File: src/inc/serial_unit_pkg.sv
/*
 * Constants for the serial unit register bank in SPI mode: offsets,
 * field positions, reset values, writable masks and selector codes.
 * Assumes a word-aligned 8-bit byte address on the register port.
 */
package serial_unit_pkg;
	localparam int DATA_W = 32;
	localparam int ADDR_W = 8;

	// Byte offsets
	localparam logic [7:0] OFS_UNIT_CONTROL = 8'h00;
	localparam logic [7:0] OFS_TRANSMIT_WORD = 8'h30;
	localparam logic [7:0] OFS_RECEIVE_WORD = 8'h34;
	localparam logic [7:0] OFS_BUFFER_STATUS = 8'h3c;
	localparam logic [7:0] OFS_PROTOCOL_STATUS = 8'h64;

	// Plain read-write configuration registers
	localparam int NUM_CFG = 11;
	localparam int CFG_INTEN = 0;
	localparam int CFG_BAUD = 1;
	localparam int CFG_LINE = 5;
	localparam int CFG_PROTCTL = 8;
	localparam logic [7:0] CFG_OFFSET [NUM_CFG] = '{
		8'h04, 8'h08, 8'h10, 8'h20, 8'h28, 8'h2c,
		8'h38, 8'h54, 8'h5c, 8'h60, 8'h58};
	localparam logic [31:0] CFG_RESET [NUM_CFG] = '{
		32'h0000_0000, 32'h0000_3c00, 32'h0000_0000, 32'h0000_0000,
		32'h0000_0000, 32'h0000_0000, 32'h0000_0000, 32'h0000_0000,
		32'h0000_0300, 32'h0000_0000, 32'h0000_0000};
	localparam logic [31:0] CFG_MASK [NUM_CFG] = '{
		32'h0000_001e, 32'h03ff_003f, 32'hffff_ffff, 32'hffff_ffff,
		32'hffff_ffff, 32'hffff_ffff, 32'hffff_ffff, 32'hffff_ffff,
		32'hffff_ffff, 32'hffff_ffff, 32'hffff_ffff};

	// Unit control
	localparam int SEL_LSB = 0;
	localparam int SEL_W = 3;
	localparam logic [2:0] SEL_OFF = 3'h0;
	localparam logic [2:0] SEL_SPI = 3'h1;
	localparam logic [2:0] SEL_UART = 3'h2;
	localparam logic [2:0] SEL_I2C = 3'h4;
	localparam logic [2:0] SEL_IMPLEMENTED = 3'h1;
	localparam logic [31:0] UNIT_CONTROL_RESET = 32'h0000_0000;

	// Event flag positions in status and enable words
	localparam int FLG_W = 5;
	localparam int FLG_TX_BEGIN = 1;
	localparam int FLG_TX_FINISH = 2;
	localparam int FLG_RX_BEGIN = 3;
	localparam int FLG_RX_FINISH = 4;
	localparam logic [4:0] FLG_MASK = 5'h1e;

	localparam logic [31:0] BUFFER_STATUS_RESET = 32'h0000_0101;
	localparam logic [31:0] WORD_RESET = 32'h0000_0000;

	typedef enum {ST_OFF, ST_ON, ST_BLOCKED} unit_state_e;
endpackage

File: src/inc/event_bus_if.sv
/*
 * Carrier between the register bank and its event flag block.
 * Assumes both ends run on the same clock.
 */
`timescale 1ns/10ps
interface event_bus_if;
	import serial_unit_pkg::*;
	logic [FLG_W-1:0] setEvt;
	logic [FLG_W-1:0] clrMask;
	logic [FLG_W-1:0] enMask;
	logic [FLG_W-1:0] flags;
	logic clearAll;
	logic irq;
	modport bank (output setEvt, output clrMask, output enMask,
		output clearAll, input flags, input irq);
	modport flag (input setEvt, input clrMask, input enMask,
		input clearAll, output flags, output irq);
endinterface

File: src/design/event_flags.sv
/*
 * Sticky event flags with write-one-to-clear and a gated interrupt.
 * Assumes event pulses come from logic on the same clock.
 */
`timescale 1ns/10ps
module event_flags
	import serial_unit_pkg::*;
(
	input wire logic clk_sys,
	input wire logic rstn,
	input wire logic ce,
	event_bus_if.flag ev
);
	logic [FLG_W-1:0] flags_ff;

	// One flop per flag; set beats a write-one clear, but clearAll beats set
	genvar i;
	generate
		for (i = 0; i < FLG_W; i++) begin : g_flag
			always_ff @(posedge clk_sys or negedge rstn) begin
				if (!rstn) begin
					flags_ff[i] <= 1'b0;
				end else if (ce) begin
					if (!FLG_MASK[i] || ev.clearAll) begin
						flags_ff[i] <= 1'b0;
					end else if (ev.setEvt[i]) begin
						flags_ff[i] <= 1'b1;
					end else if (ev.clrMask[i]) begin
						flags_ff[i] <= 1'b0;
					end
				end
			end
		end
	endgenerate

	assign ev.flags = flags_ff;
	// Enables only gate the request, never the flag
	assign ev.irq = |(flags_ff & ev.enMask & FLG_MASK);
endmodule

File: src/design/serial_unit_spi_register_bank.sv
/*
 * Register bank of the serial unit in SPI mode: sixteen word
 * registers, the protocol selector, event flags and interrupt.
 * Assumes a single-cycle strobe master on clk_sys and a shifting
 * engine on the same clock that reports events as one-cycle pulses.
 */
`timescale 1ns/10ps
module serial_unit_spi_register_bank
	import serial_unit_pkg::*;
(
	input wire logic clk_sys,
	input wire logic rstn,
	input wire logic ce,
	input wire logic [ADDR_W-1:0] regAddr,
	input wire logic [DATA_W-1:0] regWrData,
	input wire logic regWr,
	input wire logic regRd,
	output logic [DATA_W-1:0] regRdData,
	input wire logic txBeginEvt,
	input wire logic txFinishEvt,
	input wire logic rxBeginEvt,
	input wire logic rxFinishEvt,
	input wire logic [DATA_W-1:0] rxWord,
	input wire logic rxWordValid,
	input wire logic [DATA_W-1:0] bufStatusIn,
	output logic [DATA_W-1:0] txWord,
	output logic txWordValid,
	output logic rxWordTaken,
	output logic [SEL_W-1:0] protoSelect,
	output logic spiEnable,
	output logic protoHoldIdle,
	output logic unitClear,
	output logic [DATA_W-1:0] baudGen,
	output logic [DATA_W-1:0] lineCtrl,
	output logic [DATA_W-1:0] protocolCtrl,
	output logic irq
);
	event_bus_if ev ();

	// Index of a plain configuration register, NUM_CFG when none
	function automatic int cfgIndex(input logic [ADDR_W-1:0] a);
		int idx;
		idx = NUM_CFG;
		for (int k = 0; k < NUM_CFG; k++) begin
			if (a == CFG_OFFSET[k]) begin
				idx = k;
			end
		end
		return idx;
	endfunction

	// True when a selector code names a protocol built into this unit
	function automatic logic selUsable(input logic [SEL_W-1:0] s);
		logic ok;
		ok = 1'b0;
		case (s)
			SEL_SPI: ok = SEL_IMPLEMENTED[0];
			SEL_UART: ok = SEL_IMPLEMENTED[1];
			SEL_I2C: ok = SEL_IMPLEMENTED[2];
			default: ok = 1'b0;
		endcase
		return ok;
	endfunction

	// True when an aligned bus address names the given word offset
	function automatic logic regHit(input logic [ADDR_W-1:0] a,
		input logic [ADDR_W-1:0] ofs);
		logic hit;
		hit = (a[1:0] == 2'h0) && (a == ofs);
		return hit;
	endfunction

	// Bus decode
	logic aligned;
	logic wrSel;
	logic wrTx;
	logic rdRx;
	logic wrSts;
	logic [SEL_W-1:0] wrCode;
	int wrIdx;
	int rdIdx;

	// Selector, unit state and engine control
	logic [SEL_W-1:0] select_ff;
	logic [SEL_W-1:0] nxt_select;
	unit_state_e state_ff;
	unit_state_e nxt_state;
	logic unitClear_ff;
	logic spiEnable_ff;
	logic protoHoldIdle_ff;
	logic active;

	// Register storage and read path
	logic [DATA_W-1:0] cfg_ff [NUM_CFG];
	logic [DATA_W-1:0] txWord_ff;
	logic txWordValid_ff;
	logic [DATA_W-1:0] rxWord_ff;
	logic rxWordTaken_ff;
	logic [DATA_W-1:0] bufStatus_ff;
	logic [DATA_W-1:0] regRdData_ff;
	logic [DATA_W-1:0] nxt_rdData;

	// Address decode; misaligned addresses map to nothing
	assign aligned = (regAddr[1:0] == 2'h0);
	assign wrSel = regWr && regHit(regAddr, OFS_UNIT_CONTROL);
	assign wrTx = regWr && regHit(regAddr, OFS_TRANSMIT_WORD);
	assign rdRx = regRd && regHit(regAddr, OFS_RECEIVE_WORD);
	assign wrSts = regWr && regHit(regAddr, OFS_PROTOCOL_STATUS);
	assign wrCode = regWrData[SEL_LSB +: SEL_W];

	// Read and write share one configuration index
	assign wrIdx = aligned ? cfgIndex(regAddr) : NUM_CFG;
	assign rdIdx = wrIdx;

	// Next selector; upper control bits are never stored
	assign nxt_select = wrSel ? wrCode : select_ff;

	// Selector field
	always_ff @(posedge clk_sys or negedge rstn) begin
		if (!rstn) begin
			select_ff <= UNIT_CONTROL_RESET[SEL_W-1:0];
		end else if (ce) begin
			select_ff <= nxt_select;
		end
	end

	// Unit state: a new code while running blocks until off is written,
	// so a skipped off step cannot leave the engine half switched
	always_comb begin
		nxt_state = state_ff;
		if (wrSel) begin
			case (state_ff)
				ST_OFF: begin
					if (selUsable(regWrData[SEL_LSB +: SEL_W])) begin
						nxt_state = ST_ON;
					end else if (regWrData[SEL_LSB +: SEL_W] != SEL_OFF) begin
						nxt_state = ST_BLOCKED;
					end
				end
				ST_ON: begin
					if (regWrData[SEL_LSB +: SEL_W] == SEL_OFF) begin
						nxt_state = ST_OFF;
					end else if (regWrData[SEL_LSB +: SEL_W] != select_ff) begin
						nxt_state = ST_BLOCKED;
					end
				end
				ST_BLOCKED: begin
					if (regWrData[SEL_LSB +: SEL_W] == SEL_OFF) begin
						nxt_state = ST_OFF;
					end
				end
				default: nxt_state = ST_OFF;
			endcase
		end
	end

	// State register
	always_ff @(posedge clk_sys or negedge rstn) begin
		if (!rstn) begin
			state_ff <= ST_OFF;
		end else if (ce) begin
			state_ff <= nxt_state;
		end
	end

	// Engine control from flops, fed by the next state so both
	// change on the same edge as the state register itself
	always_ff @(posedge clk_sys or negedge rstn) begin
		if (!rstn) begin
			spiEnable_ff <= 1'b0;
			protoHoldIdle_ff <= 1'b1;
		end else if (ce) begin
			spiEnable_ff <= (nxt_state == ST_ON) &&
				(nxt_select == SEL_SPI);
			protoHoldIdle_ff <= (nxt_state != ST_ON);
		end
	end

	// Running only in the ON state
	assign active = (state_ff == ST_ON);

	// One-cycle clear pulse for the engine on every off write
	always_ff @(posedge clk_sys or negedge rstn) begin
		if (!rstn) begin
			unitClear_ff <= 1'b0;
		end else if (ce) begin
			unitClear_ff <= wrSel &&
				(regWrData[SEL_LSB +: SEL_W] == SEL_OFF);
		end
	end

	// Plain configuration registers with writable masks
	genvar g;
	generate
		for (g = 0; g < NUM_CFG; g++) begin : g_cfg
			always_ff @(posedge clk_sys or negedge rstn) begin
				if (!rstn) begin
					cfg_ff[g] <= CFG_RESET[g];
				end else if (ce && regWr && wrIdx == g) begin
					cfg_ff[g] <= regWrData & CFG_MASK[g];
				end
			end
		end
	endgenerate

	// Transmit word: stored on write, handed on only while running
	always_ff @(posedge clk_sys or negedge rstn) begin
		if (!rstn) begin
			txWord_ff <= WORD_RESET;
		end else if (ce) begin
			if (unitClear_ff) begin
				txWord_ff <= WORD_RESET;
			end else if (wrTx) begin
				txWord_ff <= regWrData;
			end
		end
	end

	always_ff @(posedge clk_sys or negedge rstn) begin
		if (!rstn) begin
			txWordValid_ff <= 1'b0;
		end else if (ce) begin
			txWordValid_ff <= wrTx && active;
		end
	end

	// Receive word: engine load wins over a clear in the same cycle
	always_ff @(posedge clk_sys or negedge rstn) begin
		if (!rstn) begin
			rxWord_ff <= WORD_RESET;
		end else if (ce) begin
			if (rxWordValid && active) begin
				rxWord_ff <= rxWord;
			end else if (unitClear_ff) begin
				rxWord_ff <= WORD_RESET;
			end
		end
	end

	always_ff @(posedge clk_sys or negedge rstn) begin
		if (!rstn) begin
			rxWordTaken_ff <= 1'b0;
		end else if (ce) begin
			rxWordTaken_ff <= rdRx;
		end
	end

	// Buffer status follows the engine only while running
	always_ff @(posedge clk_sys or negedge rstn) begin
		if (!rstn) begin
			bufStatus_ff <= BUFFER_STATUS_RESET;
		end else if (ce) begin
			if (!active) begin
				bufStatus_ff <= BUFFER_STATUS_RESET;
			end else begin
				bufStatus_ff <= bufStatusIn;
			end
		end
	end

	// Event hookup; events are ignored while the unit is idle
	always_comb begin
		ev.setEvt = '0;
		ev.setEvt[FLG_TX_BEGIN] = txBeginEvt && active;
		ev.setEvt[FLG_TX_FINISH] = txFinishEvt && active;
		ev.setEvt[FLG_RX_BEGIN] = rxBeginEvt && active;
		ev.setEvt[FLG_RX_FINISH] = rxFinishEvt && active;
	end
	assign ev.clrMask = wrSts ? regWrData[FLG_W-1:0] : '0;
	assign ev.enMask = cfg_ff[CFG_INTEN][FLG_W-1:0];
	assign ev.clearAll = unitClear_ff;

	// Sticky flags and the interrupt request
	event_flags u_flags (
		.clk_sys(clk_sys),
		.rstn(rstn),
		.ce(ce),
		.ev(ev)
	);

	// Read mux; write-only and unmapped words read zero
	always_comb begin
		nxt_rdData = '0;
		if (aligned) begin
			if (rdIdx < NUM_CFG) begin
				nxt_rdData = cfg_ff[rdIdx];
			end else begin
				case (regAddr)
					OFS_UNIT_CONTROL: begin
						nxt_rdData[SEL_LSB +: SEL_W] = select_ff;
					end
					OFS_RECEIVE_WORD: nxt_rdData = rxWord_ff;
					OFS_BUFFER_STATUS: nxt_rdData = bufStatus_ff;
					OFS_PROTOCOL_STATUS: begin
						nxt_rdData[FLG_W-1:0] = ev.flags & FLG_MASK;
					end
					default: nxt_rdData = '0;
				endcase
			end
		end
	end

	// Read data stands only in the cycle after the strobe
	always_ff @(posedge clk_sys or negedge rstn) begin
		if (!rstn) begin
			regRdData_ff <= '0;
		end else if (ce) begin
			regRdData_ff <= regRd ? nxt_rdData : '0;
		end
	end

	// Data path outputs
	assign regRdData = regRdData_ff;
	assign txWord = txWord_ff;
	assign txWordValid = txWordValid_ff;
	assign rxWordTaken = rxWordTaken_ff;

	// Engine control outputs
	assign protoSelect = select_ff;
	assign spiEnable = spiEnable_ff;
	assign protoHoldIdle = protoHoldIdle_ff;
	assign unitClear = unitClear_ff;

	// Configuration copies and interrupt request
	assign baudGen = cfg_ff[CFG_BAUD];
	assign lineCtrl = cfg_ff[CFG_LINE];
	assign protocolCtrl = cfg_ff[CFG_PROTCTL];
	assign irq = ev.irq;
endmodule

File: config.mk
export PLATFORM = sky130hd
export DESIGN_NAME = serial_unit_spi_register_bank
export DESIGN_NICKNAME = d
export VERILOG_FILES = /design/src/inc/serial_unit_pkg.sv /design/src/inc/event_bus_if.sv /design/src/design/event_flags.sv /design/src/design/serial_unit_spi_register_bank.sv
export SDC_FILE = /design/constraint.sdc
export NUM_CORES = 1
export LEC_CHECK = 0
export BUFFER_PORTS_ARGS = -buffer_cell sky130_fd_sc_hd__buf_2
export CAP_MARGIN = 25
export CORE_ASPECT_RATIO = 0.8
export CORE_MARGIN = 8
export CORE_UTILIZATION = 30
export CTS_BUF_LIST = sky130_fd_sc_hd__clkbuf_4 sky130_fd_sc_hd__clkbuf_8 sky130_fd_sc_hd__clkbuf_16
export DETAILED_ROUTE_END_ITERATION = 10
export PLACE_DENSITY = 0.58
export SETUP_SLACK_MARGIN = 0.3
export SYNTH_ARGS = -nofsm -noshare
export SYNTH_HDL_FRONTEND = slang
export SYNTH_SLANG_ARGS = --single-unit
File: constraint.sdc
create_clock -name clk_sys -period 3 [get_ports clk_sys]
set_input_delay 0 -clock clk_sys [delete_from_list [all_inputs] [get_ports clk_sys]]
set_output_delay 0 -clock clk_sys [all_outputs]
set_load 0.01 [all_outputs]
==> results.md, run 1 <==
- Area contributors post-synth: dfrtp_1, mux2_2, mux2_1
- Vias/cell: 5.27
- RePlAce Congestion: 0.885
- Area grow syn2layout: 22.8%
- CP cell instances: nor4_1 -> nand4_1 -> or4_4 -> nor2_2 -> a32o_1 -> dlygate4sd3_1
- Slew @ Worst Pin: 1060 ps
- Core box area: 0.0750 sq mm
- Cells on worst reg2reg path: 6
- Max stage delay on crit path: 610 ps
- Status: complete, no violations
- Delay-heaviest family, CP: simple AND/OR/NAND/NOR gates
- Slew Limit Fails: 0
- Hold WS: 33.0 ps
- Unrepaired setup endpoints after global routing: no
- Die Wd: 323 um
- Root Driver: clkbuf_16
- Critical path class: reg2reg
- Hold WC Path Type: in2async
- Drt first-iter violations: 1365
- First-pass GRT wire length: 121000 um
- Placed cells: 2969
- Initial antenna violation count: 3
- Final Critical Period: 2530 ps
- NumNets Final: 2236
- Top-Level Pins: 283
- Most frequent cell after synthesis: dfrtp_1
- Worst rel slew slack: 0.290
- Ys Warns: 0
- EDFF count, synth: 0
- Final Core Density: 0.370
- CTS Buf Count: 52
- Total of max-cap violations: 0
- Final setup fails: 0
- Ys flop type: dfrtp_1
- Critical Path RT: 3540 ps
- Clock Skews: 21.3 ps
- Worst setup SP type: flip-flop
- Seq/Total Area, Yosys: 0.533
- Clock Pin Slew Worst Setup and Hold Paths: 70 ps
- Layout cells sized above 1: 0.359
- Post-route ant nets: 0
- Final Power: 0.0152 W
- Worst VDD drop: 0.000366 V
- Final hold viol count: 0
- R2R Path Start: state_ff[18]
- Worst r2r dst: u_flags.ev.flags[4]
- Yosys top cell area share: 0.526
- CP endpoint kind: flip-flop
- Setup Buffers After CTS: 0
- Vias post-DR: 16758
- FFs w/ async S/R, synth: 1.00
- Cell variety after synth: 80
- Hpwl dp: 55700 um
- Port Buffers: 270
- Maximum number of pins on one net before global-route repair: 97
- Clock Sinks: 481
- WL final: 82000 um
- Worst-Skew Late Latency: 610 ps
- WL/cell: 25.8 um
- Critical path's slowest cell: or4_4
- Fmax: 0.395 GHz
- Die area: 0.0844 sq mm
- PD cells: 549 mW/mm^2
- Reg2Reg Setup Slack: 470 ps
- Gr ovfl total: 0
- CTS tree: yes
- Leakage: 13.6 nW
- Total track usage: 0.190
- Synth Register Bits: 481
- Worst EP arrival: 3080 ps
- Post-Syn Area per Cell: 12.2 sq um
- Fin cells: 3177
- Worst path bufs/invs: 1
- Area leader, netlist: dfrtp_1
- Initial core utilization: 0.301
- Commonest cells post-synth: dfrtp_1, mux2_2, nand2_1
- Die height: 261 um
- Number of H-tree levels: 2
- Final worst-path cycle share: 0.844
- DRT Pass-1 Iters: 6
- Worst Path Max Fanout: 4
- Site Rows: 90
- Max clock buf depth: 3
- Setup TNS: 0 ps
- DRC viols: 0
- Mapped cell area: 0.0226 sq mm
- Post-Synthesis Cells: 1850
- Number of global-route vias before repair: 17401
area by class of cell:
type,instances,area (sq um)
timing repair buffer,464,3310
tap,1012,1270
antenna,1,2.50
multi-input combinational,1116,9210
fill,7273,47200
clock buffer,78,1610
sequential,481,12000
inverter,7,26.3
clock inverter,18,285
cell usage in the layout, fill, tap and decap left out, types with 35 or more instances in the layout:
cell,n
dfrtp_1,475
mux2_2,293
buf_2,269
nand2_1,127
dlygate4sd3_1,111
mux2_1,72
a22o_1,68
buf_4,66
o21ai_0,55
clkbuf_16,53
mux2i_1,43
a221oi_1,41
nor2_1,35
routing by layer:
layer / vias up / part of all wire / global-route usage
met1: 8791 / 0.45 / 0.272
met2: 631 / 0.44 / 0.283
met3: 106 / 0.093 / 0.0534
li1: 7230 / - / -
met5: - / 0 / 0
met4: 0 / 0.019 / 0.0436
cell families (layout without fill, tap and decap cells):
family	after synthesis	count (layout)	share of synthesized area
XOR/XNOR	7	7	0.00271
AND/OR/NAND/NOR	325	325	0.0744
multiplexers	408	408	0.201
flip-flops	481	481	0.533
buffers and inverters	264	567	0.0655
AO/OA/AOI/OAI	363	363	0.123
other	1	13	0.000166
adder cells (fa/ha/maj)	1	1	0.000443
flip-flops by register name, indices dropped and copies added, names as in the netlist, 32 cells and up:
register / cells
cfg_ff: 228
rxWord_ff: 32
lineCtrl: 32
bufStatus_ff: 32
state_ff: 32
regRdData: 32
txWord: 32
protocolCtrl: 32
through the flow:
step	area, sq um	setup WS [ps]
2_1_floorplan	22600	918
3_3_place_gp	24700	258
3_5_place_dp	24700	233
4_1_cts	27700	332
5_1_grt	27800	334
6_report	27800	469
how the worst max path moves through the flow:
stage / from / to / slack (ps) / cells past startpoint
after floorplan: state_ff[26] / rxWord_ff[1] / 920 / 8
after global placement: regAddr[2] / protocolCtrl[18] / 260 / 8
after detailed placement: regAddr[2] / protocolCtrl[12] / 230 / 8
after CTS: state_ff[2] / u_flags.ev.flags[3] / 330 / 6
after global routing: state_ff[3] / u_flags.ev.flags[4] / 330 / 6
final: state_ff[18] / u_flags.ev.flags[4] / 470 / 6
what timing repair did:
item,CTS,global route
resized for setup,0,2
setup endpoints to repair,0,3
hold endpoints to repair,482,0
hold buffers,111,0
power by group:
part           leakage (nW)  total (W)  internal [W]  switching [W]
Sequential             6.61    0.00686       0.00673       0.000128
Combinational          6.06    0.00128      0.000539       0.000744
Clock                 0.946    0.00710       0.00432        0.00278
(Power assumes the default switching activity.)
==> run 2, diff against run 1 <==
- clock period: 3 -> 2.6 ns (I/O delays scaled with it)
==> results.md, run 2 (same netlist as run 1, synthesis figures left out) <==
- Initial antenna violation count: 3
- Core box area: 0.0750 sq mm
- Most frequent cells in the layout: dfrtp_1, mux2_2, buf_2
- Site Rows: 90
- PD cells: 617 mW/mm^2
- Area grow syn2layout: 24.2%
- Critical path class: in2reg
- Port Buffers: 270
- Sw Ratio: 0.243
- Number of H-tree levels: 2
- Most common cell after layout, fill and taps aside: dfrtp_1
- Max clock buf depth: 3
- Worst VDD drop: 0.000477 V
- Largest register FFs: 228
- Vias post-DR: 16863
- RePlAce Congestion: 0.912
- Area of the multi-input gates: 0.00924 sq mm
- Switching pwr: 0.00421 W
- Hold WC Path Type: in2reg
- Top-Level Pins: 283
- Worst-Skew Late Latency: 600 ps
- Delay-heaviest family, CP: buffers and inverters
- Final setup fails: 0
- Final hold viol count: 0
- Worst setup SP type: input port
- Status: complete, no violations
- CP endpoint kind: flip-flop
- DRT Pass-1 Iters: 5
- Fmax: 0.443 GHz
- Initial core utilization: 0.301
- Sequential cell area: 0.0120 sq mm
- Die Wd: 323 um
- Critical Path RT: 3080 ps
- Number of global-route vias before repair: 17516
- Setup TNS: 0 ps
- CP cell instances: dlygate4sd3_1 -> buf_2 -> or3_1 -> a21oi_2 -> nand2_4 -> buf_4 -> nor3_4 -> buf_12 -> mux2_2
- NumNets Final: 2273
- Die height: 261 um
- First-pass GRT wire length: 121000 um
- Clock Pin Slew Worst Setup and Hold Paths: 60 ps
- Final Critical Period: 2260 ps
- Fin cells: 3215
- DRC viols: 0
- Unrepaired setup endpoints after global routing: no
- Reg with most FFs: cfg_ff
- CTS tree: yes
- Clock Sinks: 481
- Placed cells: 3002
- Final-layout fill cell count: 7306
- Comb pwr share: 0.088
- Slew Limit Fails: 0
- Total of max-cap violations: 0
- Worst Path Max Fanout: 17
- Die area: 0.0844 sq mm
- Vias/cell: 5.25
- Worst hold path depth: 4
- Worst path bufs/invs: 4
- Total track usage: 0.191
- Final worst-path cycle share: 0.868
- Layout cells sized above 1: 0.372
- WL final: 82900 um
- CTS Buf Count: 52
- Root Driver: clkbuf_16
- Hpwl dp: 56700 um
- Gr ovfl total: 0
- Worst EP arrival: 2730 ps
- Critical path's slowest cell: dlygate4sd3_1
- WL/cell: 25.8 um
- Max stage delay on crit path: 570 ps
- Clock Skews: 13.7 ps
- Post-route ant nets: 0
- Maximum number of pins on one net before global-route repair: 76
- Drt first-iter violations: 1541
- Sequential share of power: 0.458
- CP Depth: 9
- Leakage: 13.8 nW
- Cells on worst reg2reg path: 6
- Slew @ Worst Pin: 773 ps
- Clk network pwr share: 0.454
- Worst rel slew slack: 0.485
- Pint: 0.0131 W
==> run 2: changes by cell type in the layout (fill, tap and decap cells not counted), moves of 3 or more <==
cell	delta
buf_12	+5
buf_4	+31
bufinv_16	-3
nor4_1	-4
clkinv_2	+4
nor4_2	+4
==> run 2: worst register-to-register path, stage by stage (launching register included) <==
cell and delay, ps:
dfrtp_1 390, nor4_2 310, nand4_1 220, buf_4 200
or4_1 610, nor2_2 230, a32o_1 160
==> run 2: worst paths after layout <==
| kind | end | slack [ps] | start |
|---|---|---|---|
| min in group asynchronous | cfg_ff[24] | 540 | rstn |
| hold / removal | regRdData[0] | 50 | regRd |
| setup / recovery | cfg_ff[220] | 340 | regAddr[7] |
| setup reg to reg | u_flags.ev.flags[1] | 420 | state_ff[30] |
| hold reg to reg | cfg_ff[9] | 480 | cfg_ff[9] |
| max in group asynchronous | txWord[29] | 1030 | rstn |
==> run 2: per-layer routing <==
layer,up-vias,routed length [um],GRT usage
met1,8797,37500,0.269
li1,7312,-,-
met5,-,0,0
met2,655,35600,0.283
met3,99,8170,0.0657
met4,0,1600,0.0396
==> run 2: through the flow <==
| stage | setup WS, ps | power, W | hold WS, ps | cell area (sq um) | util |
|---|---|---|---|---|---|
| 2_1_floorplan | 518 | 0.00875 | -296 | 22600 | - |
| 3_3_place_gp | 39.2 | 0.00940 | 48.7 | 25000 | 0.334 |
| 3_5_place_dp | 54.1 | 0.00944 | 56.6 | 25100 | 0.334 |
| 4_1_cts | 288 | 0.0175 | 8.76 | 28000 | 0.373 |
| 5_1_grt | 304 | 0.0180 | 41.1 | 28100 | 0.374 |
| 6_report | 343 | 0.0173 | 45.5 | 28100 | 0.374 |
==> run 2: power by group through the flow <==
stage | registers [W] | logic [W] | clock network [W]
floorplan | 0.00801 | 0.000745 | 0
global placement | 0.00804 | 0.00137 | 0
detailed placement | 0.00805 | 0.00139 | 0
CTS | 0.00792 | 0.00153 | 0.00806
global route | 0.00795 | 0.00165 | 0.00837
finish | 0.00792 | 0.00153 | 0.00786
==> run 2: cell type report <==
cell class / instances / share of cell area
multi-input cells: 1116 / 0.329
well taps: 1012 / 0.0451
inverters: 7 / 0.000936
flip-flops and latches: 481 / 0.429
clock inverters: 16 / 0.00682
clock buffers: 79 / 0.0575
repair buffers: 501 / 0.131
diodes: 3 / 0.000267
==> run 2: timing repair <==
item	in CTS	in global routing
hold endpoints to repair	813	0
gates resized for setup	0	8
gates cloned	0	2
endpoints found under the setup margin	14	90
hold buffers	109	0
buffers inserted	1	3
pin swaps	1	2
==> run 3, diff against run 2 <==
- CORE_UTILIZATION: 30 -> 40
- PLACE_DENSITY: 0.58 -> 0.7
- SKIP_CTS_REPAIR_TIMING: unset -> 1
==> results.md, run 3 (same netlist as run 1, synthesis figures left out) <==
- Max stage delay on crit path: 400 ps
- Die Wd: 282 um
- Critical Path RT: 3050 ps
- Die area: 0.0644 sq mm
- Unrepaired setup endpoints after global routing: yes
- Drt first-iter violations: 1561
- Critical path class: reg2reg
- Worst Hold Endpoint: rxWord_ff[22]
- Core box area: 0.0563 sq mm
- DRC viols: 0
- Initial core utilization: 0.401
- Slew @ Worst Pin: 987 ps
- R2R Path Start: state_ff[30]
- Hpwl dp: 50900 um
- Clock Pin Slew Worst Setup and Hold Paths: 60 ps
- Worst rel slew slack: 0.342
- Final Power: 0.0176 W
- CP cell instances: nor4_2 -> nand4_1 -> nor4_2 -> buf_4 -> and2_2 -> clkbuf_16 -> o21ai_0
- Number of H-tree levels: 2
- Max clock buf depth: 3
- Cells on worst reg2reg path: 7
- Vias post-DR: 16832
- CTS tree: yes
- Status: complete, no violations
- Worst setup SP type: flip-flop
- Root Driver: clkbuf_16
- Reg with most FFs: cfg_ff
- Leakage: 13.8 nW
- Total track usage: 0.224
- CP most frequent cell: nor4_2
- Initial antenna violation count: 2
- Final hold viol count: 0
- PD cells: 633 mW/mm^2
- Final worst-path cycle share: 0.837
- Largest register FFs: 228
- Final Critical Period: 2180 ps
- Die height: 229 um
- Layout cells sized above 1: 0.367
- Worst VDD drop: 0.000458 V
- Post-route ant nets: 0
- WL final: 75500 um
- Worst r2r dst: rxWord_ff[27]
- NumNets Final: 2259
- Delay-heaviest family, CP: simple AND/OR/NAND/NOR gates
- Site Rows: 78
- Setup TNS: 0 ps
- Worst EP arrival: 2630 ps
- Final setup fails: 0
- First-pass GRT wire length: 110000 um
- DRT Pass-1 Iters: 5
- Area grow syn2layout: 22.8%
- Port Buffers: 270
- Worst-Skew Late Latency: 600 ps
- Maximum number of pins on one net before global-route repair: 101
- Hold path startpoint: rxWordValid
- RePlAce Congestion: 0.890
- Worst Path Max Fanout: 32
- Slew Limit Fails: 0
- Critical path's slowest cell: dfrtp_1
- Most frequent cells in the layout: dfrtp_1, mux2_2, buf_2
- CTS Buf Count: 51
- WL/cell: 25.6 um
- Fmax: 0.459 GHz
- Most common cell after layout, fill and taps aside: dfrtp_1
- Worst path bufs/invs: 2
- CP endpoint kind: flip-flop
- Top-Level Pins: 283
- Clock Skews: 24.1 ps
- Worst hold path depth: 4
- Hold WC Path Type: in2reg
- Total of max-cap violations: 0
- Gr ovfl total: 0
- Number of global-route vias before repair: 16915
- Vias/cell: 5.71
- Reg2Reg Setup Slack: 420 ps
- Clock Sinks: 481
-- run 3: changes by cell type in the layout (fill, tap and decap cells not counted), sizes merged --
cell,before,now
clkbuf,81,68
buf,390,379
bufinv,4,10
clkinv,9,11
clkinvlp,0,1
diode,3,2
dlygate4sd3,109,108
inv,10,11
-- run 3: layer usage --
metal | vias up | track usage | share of wire
li1 | 7279 | - | -
met5 | - | 0 | 0.00017
met1 | 8727 | 0.319 | 0.44
met4 | 2 | 0.0700 | 0.028
met2 | 703 | 0.324 | 0.43
met3 | 121 | 0.0674 | 0.096
-- run 3: worst max path at each step --
stage / from / endpoint / slack (ps) / cells past startpoint
after floorplan: state_ff[26] / rxWord_ff[1] / 520 / 8
after global placement: regAddr[6] / protocolCtrl[13] / 170 / 7
after detailed placement: regAddr[3] / protocolCtrl[30] / 170 / 7
after CTS: state_ff[30] / rxWord_ff[6] / 310 / 7
after global routing: state_ff[30] / rxWord_ff[27] / 250 / 8
final: state_ff[30] / rxWord_ff[27] / 420 / 7
-- run 3: layout make-up --
cell class	count	area (sq um)
inverters	7	26.3
repair buffers	488	3600
flip-flops and latches	481	12000
well taps	760	951
multi-input cells	1116	9220
clock buffers	67	1480
clock inverters	26	417
fillers	4861	28600
diodes	2	5.00
-- run 3: where the power goes --
| part | switching [W] | total, W | internal, W |
|---|---|---|---|
| clock network | 0.00314 | 0.00816 | 0.00502 |
| registers | 0.000153 | 0.00792 | 0.00777 |
| logic | 0.000839 | 0.00148 | 0.000644 |
| total | 0.00414 | 0.0176 | 0.0134 |
-- run 3: through the flow --
stage          setup WS, ps  instances  cell area [sq um]   util  hold WS, ps
6_report                423       2947              27700  0.493         57.2
5_1_grt                 255       2945              27700  0.493         66.4
4_1_cts                 314       2836              26600  0.473         -629
3_5_place_dp            169       2743              24700  0.439         10.4
3_3_place_gp            173       2743              24700  0.439         10.7
2_1_floorplan           518       1861              22600      -         -296
-- run 3: worst register-to-register path, stage by stage (launching register included) --
cell and delay (ps):
dfrtp_1 400, nor4_2 340, nand4_1 220, nor4_2 320, buf_4 170, and2_2 210, clkbuf_16 240, o21ai_0 160
